### src/rtl/cplt_pkg.sv
/*
 * Constants for the component link parameter table interpreter.
 * Assumes a 16-bit word-wide data memory reached by a single read port.
 */
package cplt_pkg;
	// ------------------------------------------------------------
	// Common area and table layout
	// ------------------------------------------------------------
	localparam int unsigned WRITE_AREA_BASE   = 9;
	localparam int unsigned WRITE_AREA_STRIDE = 3;
	localparam int unsigned TBL_COUNT_OFS     = 0;
	localparam int unsigned TBL_WORD1_OFS     = 1;
	localparam int unsigned TBL_START_OFS     = 2;
	localparam int unsigned VAR_TYPE_BASE     = 1;
	localparam int unsigned VAR_ADDR_BASE     = 2;
	localparam int unsigned VAR_MAX           = 12;
	localparam logic [15:0] READ_COUNT_MIN    = 16'h0001;
	localparam logic [15:0] WRITE_COUNT_MIN   = 16'h0000;
	localparam logic [15:0] COUNT_MAX         = 16'h0012;
	localparam logic [15:0] TYPE_MIN          = 16'h00C0;
	localparam logic [15:0] TYPE_MAX          = 16'h00CF;
	localparam logic [15:0] OPCMD_OFF         = 16'h0000;
	localparam logic [15:0] OPCMD_ON          = 16'h0001;
	localparam logic [1:0]  PROTO_NONE        = 2'h0;
	localparam logic [1:0]  PROTO_LEGACY      = 2'h1;
	localparam logic [1:0]  PROTO_VARADDR     = 2'h2;

	// ------------------------------------------------------------
	// Register map (byte addresses)
	// ------------------------------------------------------------
	localparam logic [7:0]  REG_CTRL      = 8'h00;
	localparam logic [7:0]  REG_STATUS    = 8'h04;
	localparam logic [7:0]  REG_READ_BASE = 8'h08;
	localparam logic [7:0]  REG_RESULT    = 8'h0C;
	localparam logic [7:0]  REG_WRSTART   = 8'h10;
	localparam logic [7:0]  REG_RDSTART   = 8'h14;
	localparam logic [7:0]  REG_ERRINFO   = 8'h18;
	localparam logic [7:0]  REG_ITEM      = 8'h1C;
	localparam int unsigned CTRL_GO_BIT   = 0;
	localparam int unsigned CTRL_DIR_BIT  = 1;
	localparam int unsigned CTRL_PROTO_LO = 2;
	localparam int unsigned CTRL_UNIT_LO  = 8;
	localparam logic [31:0] UNMAPPED_DATA = 32'h0000_0000;

	typedef enum logic [3:0] {
		CPLT_ST_IDLE,
		CPLT_ST_AREA,
		CPLT_ST_TBL0,
		CPLT_ST_TBL1,
		CPLT_ST_TBL2,
		CPLT_ST_VTYPE,
		CPLT_ST_VADDR,
		CPLT_ST_SEND,
		CPLT_ST_DONE
	} cplt_state_e;
endpackage : cplt_pkg

### src/rtl/cplt_top.sv
/*
 * Parameter-table validator and interpreter for one serial component link.
 * Software selects a unit, protocol and direction and sets go; the block
 * fetches the unit's configuration words from data memory, checks them and
 * hands each variable's type and address to the link transmitter.
 * Assumes data memory answers a read one cycle after mem_rd_en, and that the
 * transmitter takes a word on each cycle in which item_valid and item_ready
 * are both high.
 */
// ------------------------------------------------------------
// Summary of operation
// - Write-area word at offset 9 + 3*unit.
// - Legacy mode: word is write data start.
// - Variable mode: word points to write table.
// - Non-BCD start address is syntax error.
// - Read table: count, reserved, start, pairs.
// - Read variables 1..N, N 1 to 12.
// - Read count outside 1..12 is error.
// - Read data stored from table offset 2.
// - Variable n: type 1+2n, address 2+2n.
// - Type outside C0..CF hex is error.
// - Type and address sent unchanged.
// - Write table: count, opcmd, start, pairs.
// - Write variables 1..N, N 0 to 12.
// - Zero count writes only operation command.
// - Write count outside 0..12 is error.
// - Opcmd 0 suppresses, 1 sends command.
// - Opcmd other than 0 or 1 is error.
// - Protocol 1 legacy, 2 variable, 0 none.
// ------------------------------------------------------------
`timescale 1ns/1ns
`default_nettype none
module cplt_top #(
	parameter int unsigned MEM_AW = 14
) (
	input  wire logic                 clock,
	input  wire logic                 reset,
	input  wire logic [7:0]           avs_address,
	input  wire logic                 avs_read,
	input  wire logic                 avs_write,
	input  wire logic [31:0]          avs_writedata,
	output logic      [31:0]          avs_readdata,
	output logic                      avs_waitrequest,
	output logic      [MEM_AW-1:0]    mem_addr,
	output logic                      mem_rd_en,
	input  wire logic [15:0]          mem_rdata,
	output logic      [15:0]          item_word,
	output logic                      item_valid,
	input  wire logic                 item_ready,
	output logic                      op_cmd_send
);
	import cplt_pkg::*;

	initial begin
		if (MEM_AW < 14 || MEM_AW > 16)
			$error("MEM_AW must hold 0 to 9999");
	end

	// ------------------------------------------------------------
	// Helpers
	// ------------------------------------------------------------
	function automatic logic is_bcd(input logic [15:0] w);
		is_bcd = (w[3:0] < 4'hA) && (w[7:4] < 4'hA) &&
			(w[11:8] < 4'hA) && (w[15:12] < 4'hA);
	endfunction : is_bcd

	function automatic logic [15:0] bcd2bin(input logic [15:0] w);
		bcd2bin = 16'(w[15:12]) * 16'd1000 + 16'(w[11:8]) * 16'd100 +
			16'(w[7:4]) * 16'd10 + 16'(w[3:0]);
	endfunction : bcd2bin

	// ------------------------------------------------------------
	// Registers
	// ------------------------------------------------------------
	cplt_state_e      state_r;
	logic             dir_write_r;
	logic [1:0]       proto_r;
	logic [5:0]       unit_r;
	logic [15:0]      read_base_r;
	logic [15:0]      table_base_r;
	logic [15:0]      wr_start_r;
	logic [15:0]      rd_start_r;
	logic [15:0]      count_r;
	logic [3:0]       var_r;
	logic             wait_r;
	logic             opcmd_r;
	logic             busy_r;
	logic             done_r;
	logic             err_r;
	logic [3:0]       err_code_r;
	logic [15:0]      sent_r;
	logic             go_nxt;
	logic [15:0]      rd_word;
	logic [4:0]       tbl_ofs;

	assign go_nxt = avs_write && !avs_waitrequest &&
		avs_address == REG_CTRL && avs_writedata[CTRL_GO_BIT] && !busy_r;
	assign rd_word = mem_rdata;
	// Table offsets of the current variable's type and address.
	assign tbl_ofs = (state_r == CPLT_ST_VADDR) ?
		5'(VAR_ADDR_BASE) + {var_r, 1'b0} :
		5'(VAR_TYPE_BASE) + {var_r, 1'b0};

	// ------------------------------------------------------------
	// Register bus
	// ------------------------------------------------------------
	// One wait cycle per access keeps readdata registered.
	always_ff @(posedge clock or posedge reset)
	begin
		if (reset)
			avs_waitrequest <= 1'b1;
		else if ((avs_read || avs_write) && avs_waitrequest)
			avs_waitrequest <= 1'b0;
		else
			avs_waitrequest <= 1'b1;
	end

	always_ff @(posedge clock or posedge reset)
	begin
		if (reset)
			avs_readdata <= 32'h0000_0000;
		else if (avs_read && avs_waitrequest)
			unique case (avs_address)
				REG_CTRL:      avs_readdata <= {18'h0, unit_r, 4'h0,
					proto_r, dir_write_r, 1'b0};
				REG_STATUS:    avs_readdata <= {29'h0, err_r, done_r, busy_r};
				REG_READ_BASE: avs_readdata <= {16'h0, read_base_r};
				REG_RESULT:    avs_readdata <= {16'h0, sent_r};
				REG_WRSTART:   avs_readdata <= {16'h0, wr_start_r};
				REG_RDSTART:   avs_readdata <= {16'h0, rd_start_r};
				REG_ERRINFO:   avs_readdata <= {28'h0, err_code_r};
				REG_ITEM:      avs_readdata <= {12'h0, 4'(var_r), count_r};
				default:       avs_readdata <= UNMAPPED_DATA;
			endcase
	end

	always_ff @(posedge clock or posedge reset)
	begin
		if (reset)
		begin
			dir_write_r <= 1'b0;
			proto_r     <= PROTO_NONE;
			unit_r      <= 6'h00;
			read_base_r <= 16'h0000;
		end
		else if (avs_write && !avs_waitrequest && !busy_r)
		begin
			if (avs_address == REG_CTRL)
			begin
				dir_write_r <= avs_writedata[CTRL_DIR_BIT];
				proto_r     <= avs_writedata[CTRL_PROTO_LO +: 2];
				unit_r      <= avs_writedata[CTRL_UNIT_LO +: 6];
			end
			else if (avs_address == REG_READ_BASE)
				read_base_r <= avs_writedata[15:0];
		end
	end

	// ------------------------------------------------------------
	// Table walk
	// ------------------------------------------------------------
	always_ff @(posedge clock or posedge reset)
	begin
		if (reset)
		begin
			state_r      <= CPLT_ST_IDLE;
			busy_r       <= 1'b0;
			done_r       <= 1'b0;
			err_r        <= 1'b0;
			err_code_r   <= 4'h0;
			wait_r       <= 1'b0;
			mem_rd_en    <= 1'b0;
			mem_addr     <= '0;
			table_base_r <= 16'h0000;
			wr_start_r   <= 16'h0000;
			rd_start_r   <= 16'h0000;
			count_r      <= 16'h0000;
			var_r        <= 4'h0;
			item_word    <= 16'h0000;
			item_valid   <= 1'b0;
			op_cmd_send  <= 1'b0;
			sent_r       <= 16'h0000;
			opcmd_r      <= 1'b0;
		end
		else
		begin
			mem_rd_en   <= 1'b0;
			op_cmd_send <= 1'b0;
			unique case (state_r)
				CPLT_ST_IDLE:
				begin
					if (go_nxt)
					begin
						done_r <= 1'b0;
						err_r  <= 1'b0;
						err_code_r <= 4'h0;
						sent_r <= 16'h0000;
						opcmd_r <= 1'b0;
						var_r  <= 4'h0;
						if (avs_writedata[CTRL_PROTO_LO +: 2] == PROTO_NONE)
							done_r <= 1'b1;
						else
						begin
							busy_r    <= 1'b1;
							state_r   <= CPLT_ST_AREA;
							mem_rd_en <= 1'b1;
							wait_r    <= 1'b1;
							// Write direction uses the write-area word,
							// read direction the word just below it.
							mem_addr <= MEM_AW'(read_base_r +
								16'(WRITE_AREA_BASE) +
								16'(WRITE_AREA_STRIDE) *
								16'(avs_writedata[CTRL_UNIT_LO +: 6]) -
								16'(!avs_writedata[CTRL_DIR_BIT]));
						end
					end
				end
				CPLT_ST_AREA:
				begin
					wait_r <= 1'b0;
					if (!wait_r)
					begin
						if (!is_bcd(rd_word))
						begin
							err_code_r <= 4'h1;
							state_r <= CPLT_ST_DONE;
						end
						else if (proto_r == PROTO_LEGACY)
						begin
							// Word is the data start itself.
							wr_start_r <= rd_word;
							state_r <= CPLT_ST_DONE;
						end
						else
						begin
							table_base_r <= bcd2bin(rd_word);
							mem_addr <= MEM_AW'(bcd2bin(rd_word) +
								16'(TBL_COUNT_OFS));
							mem_rd_en <= 1'b1;
							wait_r <= 1'b1;
							state_r <= CPLT_ST_TBL0;
						end
					end
				end
				CPLT_ST_TBL0:
				begin
					wait_r <= 1'b0;
					if (!wait_r)
					begin
						count_r <= rd_word;
						if (!is_bcd(rd_word) || rd_word > COUNT_MAX ||
							(!dir_write_r && rd_word < READ_COUNT_MIN) ||
							(dir_write_r && rd_word < WRITE_COUNT_MIN))
						begin
							err_code_r <= dir_write_r ? 4'h3 : 4'h2;
							state_r <= CPLT_ST_DONE;
						end
						else
						begin
							mem_addr <= MEM_AW'(table_base_r +
								16'(TBL_WORD1_OFS));
							mem_rd_en <= 1'b1;
							wait_r <= 1'b1;
							state_r <= CPLT_ST_TBL1;
						end
					end
				end
				CPLT_ST_TBL1:
				begin
					wait_r <= 1'b0;
					if (!wait_r)
					begin
						// The read-table word is reserved and not checked.
						if (dir_write_r && rd_word != OPCMD_OFF &&
							rd_word != OPCMD_ON)
						begin
							err_code_r <= 4'h4;
							state_r <= CPLT_ST_DONE;
						end
						else
						begin
							opcmd_r <= dir_write_r && rd_word == OPCMD_ON;
							mem_addr <= MEM_AW'(table_base_r +
								16'(TBL_START_OFS));
							mem_rd_en <= 1'b1;
							wait_r <= 1'b1;
							state_r <= CPLT_ST_TBL2;
						end
					end
				end
				CPLT_ST_TBL2:
				begin
					wait_r <= 1'b0;
					if (!wait_r)
					begin
						if (!is_bcd(rd_word))
						begin
							err_code_r <= 4'h5;
							state_r <= CPLT_ST_DONE;
						end
						else
						begin
							if (dir_write_r)
								wr_start_r <= rd_word;
							else
								rd_start_r <= rd_word;
							if (count_r == 16'h0000)
								state_r <= CPLT_ST_DONE;
							else
							begin
								var_r <= 4'h1;
								mem_addr <= MEM_AW'(table_base_r + 16'h0003);
								mem_rd_en <= 1'b1;
								wait_r <= 1'b1;
								state_r <= CPLT_ST_VTYPE;
							end
						end
					end
				end
				CPLT_ST_VTYPE, CPLT_ST_VADDR:
				begin
					wait_r <= 1'b0;
					if (!wait_r && !item_valid)
					begin
						if (state_r == CPLT_ST_VTYPE &&
							(rd_word < TYPE_MIN || rd_word > TYPE_MAX))
						begin
							err_code_r <= 4'h6;
							state_r <= CPLT_ST_DONE;
						end
						else
						begin
							item_word  <= rd_word;
							item_valid <= 1'b1;
						end
					end
					else if (item_valid && item_ready)
					begin
						item_valid <= 1'b0;
						sent_r <= sent_r + 16'h0001;
						if (state_r == CPLT_ST_VTYPE)
						begin
							mem_addr <= MEM_AW'(table_base_r +
								16'(tbl_ofs) + 16'h0001);
							state_r <= CPLT_ST_VADDR;
							mem_rd_en <= 1'b1;
							wait_r <= 1'b1;
						end
						else if (16'(var_r) == 16'(bcd2bin(count_r)))
							state_r <= CPLT_ST_DONE;
						else
						begin
							var_r <= var_r + 4'h1;
							mem_addr <= MEM_AW'(table_base_r +
								16'(tbl_ofs) + 16'h0001);
							state_r <= CPLT_ST_VTYPE;
							mem_rd_en <= 1'b1;
							wait_r <= 1'b1;
						end
					end
				end
				CPLT_ST_DONE:
				begin
					busy_r <= 1'b0;
					done_r <= 1'b1;
					err_r  <= err_code_r != 4'h0;
					// A table with an error sends no operation command.
					if (err_code_r == 4'h0 && dir_write_r &&
						proto_r == PROTO_VARADDR && opcmd_r)
						op_cmd_send <= 1'b1;
					state_r <= CPLT_ST_IDLE;
				end
				default:
					state_r <= CPLT_ST_IDLE;
			endcase
		end
	end
endmodule : cplt_top
`default_nettype wire

### config.mk
export PLATFORM = sky130hd
export DESIGN_NAME = cplt_top
export DESIGN_NICKNAME = d
export VERILOG_FILES = /design/src/rtl/cplt_pkg.sv /design/src/rtl/cplt_top.sv
export SDC_FILE = /design/constraint.sdc
export NUM_CORES = 1
export LEC_CHECK = 0
export ABC_AREA = 1
export BUFFER_PORTS_ARGS = -buffer_cell sky130_fd_sc_hd__buf_4
export CORE_MARGIN = 4
export CORE_UTILIZATION = 60
export CTS_CLUSTER_DIAMETER = 150
export DETAILED_ROUTE_END_ITERATION = 12
export PLACE_DENSITY = 0.91
export SYNTH_ARGS = -nofsm -noshare
export SYNTH_HDL_FRONTEND = slang
export SYNTH_SLANG_ARGS = --single-unit
### constraint.sdc
create_clock -name clock -period 9.77 [get_ports clock]
set_input_delay 1.954 -clock clock [delete_from_list [all_inputs] [get_ports clock]]
set_output_delay 1.954 -clock clock [all_outputs]
set_load 0.005 [all_outputs]
==> results.toml <==
[yosys]
ys.flop_type = "dfrtp_1"
syn_area_sq_um = 13800
synth.avg_cell_area_sq_um = 7.63
synth_edf_count = 0
yosysSeqAreaShare = 0.313
synthDistinctLibCells = 56
syn_inst = 1811
synth_seq_cells = 173
yosys_warnings = 0
async_reset_ff_frac = 1.00

[floorplanning]
placementRows = 55
die_w_um = 160
initial_core_util = 0.611
boundaryPins = 127
dieArea_sq_um = 25500
die_y_um = 160
core_sq_um = 22600

[finish]
fin_nets = 2145
drive_above_1_share = 0.0950
synthToLayoutAreaGrowth_pct = 10.9
layout.cells.non_filler = 2192

[critical_path]
crit_path_end_kind = "flip-flop"
crit_chain = "buf_4, fa_1, inv_1, fa_1, inv_1, ha_1, nand2_1, o21ai_0, xor2_1, inv_1, ha_1, ha_1, ha_1, inv_1, o21ai_0, a31oi_1, nand3_1, nand3_1, nand3_1, nand3_1, nand3_1, nand2_1"
path_common_cell = "nand3_1"
slowest_stage = "fa_1"
cp_top_family = "adder cells"
path_buf_inv = 5
critPathLaunchType = "input pin"
r2r_slack_ns = 3.91
worst-setup-path-type = "input pin to flip-flop"
crit_required_ns = 10.11
cp_data_arrival_time_ns = 6.30
cp_max_fo = 7
cpPeakStageDelay_ns = 0.64

[timing]
slew-limit-headroom = 0.182
rsz0062_at_grt = "false"
worstMarginPinSlew_ns = 1.22
period_share = 0.611
min_period_ns = 5.97
hold_violations = 0
clock.fmax_mhz = 168
finalSetupViolCount = 0
hold_slack_ns = 0.472
finalSetupTns_ns = 0
skew_ns = 0.0134
finalMaxSlewViolations = 0

[placed_design]
gp_congestion = 0.994
placedCellCount = 2159
hpwl_mm = 29.8
portBuffers = 98

[global_routing]
grt_first_pass_wirelength_mm = 63.0
antenna_found_initial = 0
grt_start_max_net_pins = 121
grt_pass1_vias = 12500
overflow = 0
grt_usage = 0.300

[drt]
final_antenna_net_count = 0
wl_mm = 38.6
vias = 13100
vias_per_cell = 5.99
wl_met2_mm = 17.7
drtIter0Drc = 1412
drt-pass1-iter-count = 6
highest_layer = "met4"
wl_met1_mm = 15.9
dr_wl_met3_mm = 3.30
wire_per_inst_um = 17.6
drc = 0

[outcome]
status = "finished, final reports clean"

[pwr]
power_density_nw_per_um2 = 133
finalPower_mw = 2.03
p_leak_nw = 8.12
irDropWorstVdd_v = 0.000140

[clocking]
clkTransAtPathRegs_ns = 0.08
clk_latency_ns = 0.44
cts_tree = "yes"
cts_buffers = 17
postCtsResizedCells = 0
cts_sinks = 173
post_cts_buffers = 0
clk_path_buf_depth = 2
htree_levels = 4
clock-root-buffer = "clkbuf_16"
cts_hold_buf = 0

[hold_path]
hold_class = "flip-flop to flip-flop"

[flow_run]
max_cap_viol_count = 0
==> stage by stage <==
step	area [sq um]	utilization	setup WS [ns]
final	15300	0.677	3.80
after detailed placement	14700	0.651	3.39
after global placement	14700	0.651	3.45
after floorplan	13900	-	3.13
after CTS	15300	0.677	3.84
after global routing	15300	0.677	3.49
==> Yosys cell counts (4+ instances only) <==
master | count | area [sq um]
or2_2 | 4 | 25.0
nand2_2 | 5 | 31.3
clkinv_1 | 4 | 15.0
o211ai_1 | 6 | 45.0
clkbuf_1 | 32 | 120
o21ai_0 | 174 | 871
inv_2 | 11 | 41.3
fa_1 | 40 | 801
o21bai_1 | 7 | 52.6
nor2_4 | 4 | 45.0
ha_1 | 151 | 1890
o22ai_1 | 6 | 37.5
xnor2_1 | 11 | 96.3
inv_1 | 253 | 950
dfrtp_1 | 172 | 4300
a31oi_1 | 9 | 56.3
a21oi_1 | 74 | 370
nand2_1 | 425 | 1600
xor2_1 | 28 | 245
nor3_1 | 28 | 140
o31ai_1 | 9 | 67.6
o2111ai_1 | 7 | 61.3
a221oi_1 | 15 | 131
buf_4 | 13 | 97.6
nor2_2 | 5 | 31.3
nand3_1 | 122 | 611
nor3_2 | 5 | 50.1
nand4_1 | 32 | 200
nor2_1 | 109 | 409
o21ai_1 | 7 | 35.0
==> worst reg2reg max path: cells and delay by family, from the launching register on <==
family	cells	cell delay (ns)
adders and majority gates	6	2.39
buffers and inverters	3	0.25
and+or+nand+nor	6	1.80
AOI/OAI and AO/OA	4	0.61
DFF	1	0.48
xor gates and xnor gates	1	0.18
==> cells by family after synthesis <==
kind of cell               count (synthesis)  synth area share
AOI/OAI and AO/OA                        332             0.136
other                                      1          0.000271
adders and majority gates                191             0.195
xor gates and xnor gates                  39            0.0247
DFF                                      173             0.313
muxes                                      3           0.00235
and+or+nand+nor                          753             0.238
buffers and inverters                    319            0.0914
==> power by group <==
part / total, mW / switching, mW / leakage [nW] / internal, mW
sequential: 0.739 / 0.0150 / 2.18 / 0.724
clock: 0.698 / 0.315 / 0.288 / 0.383
combinational: 0.598 / 0.391 / 5.65 / 0.207
total: 2.03 / 0.721 / 8.12 / 1.31
==> final timing paths <==
path | start | endpoint | depth (start not counted)
min reg2reg | mem_addr[8] | mem_addr[8] | 2
max in group asynchronous | reset | table_base_r[6] | 3
max | mem_rdata[13] | mem_addr[13] | 22
min | mem_addr[8] | mem_addr[8] | 2
max reg2reg | count_r[14] | wait_r | 20
min in group asynchronous | reset | avs_readdata[18] | 2
==> cells in the final DEF (no fill, tap or decap), types with 9 or more instances in the layout <==
| cell type | instances |
|---|---|
| buf_4 | 103 |
| dfrtp_1 | 172 |
| o21ai_0 | 174 |
| inv_2 | 11 |
| a21oi_1 | 74 |
| clkbuf_16 | 17 |
| inv_1 | 252 |
| o31ai_1 | 9 |
| nand4_1 | 32 |
| nor3_1 | 28 |
| nor2_1 | 109 |
| ha_1 | 151 |
| xnor2_1 | 11 |
| nand2_1 | 425 |
| a221oi_1 | 15 |
| a31oi_1 | 9 |
| xor2_1 | 28 |
| fa_1 | 40 |
| nand3_1 | 122 |
| conb_1 | 12 |
==> flip-flops by register name, indices dropped and copies added, names as in the netlist, 2 cells and up <==
name,flops
var_r,4
err_code_r,3
read_base_r,16
sent_r,16
wr_start_r,16
mem_addr,14
avs_readdata,20
rd_start_r,16
unit_r,6
item_word,16
table_base_r,14
proto_r,2
state_r,4
count_r,16
==> final cells by class <==
class / count / area [sq um]
Multi-Input combinational cell: 1330 / 8270
Tap cell: 285 / 357
Inverter: 268 / 1010
Antenna cell: 1 / 2.50
Clock buffer: 18 / 429
Timing Repair Buffer: 103 / 773
Clock inverter: 14 / 159
Sequential cell: 173 / 4330
Fill cell: 1834 / 7310
==> metal layers <==
metal  global-route usage  vias to the layer above
met5                    0                        -
met4                0.121                        0
met1                0.404                     6154
li1                     -                     6117
met2                0.490                      701
met3               0.0459                      154
Note: power is estimated with default switching activity, not from simulation.
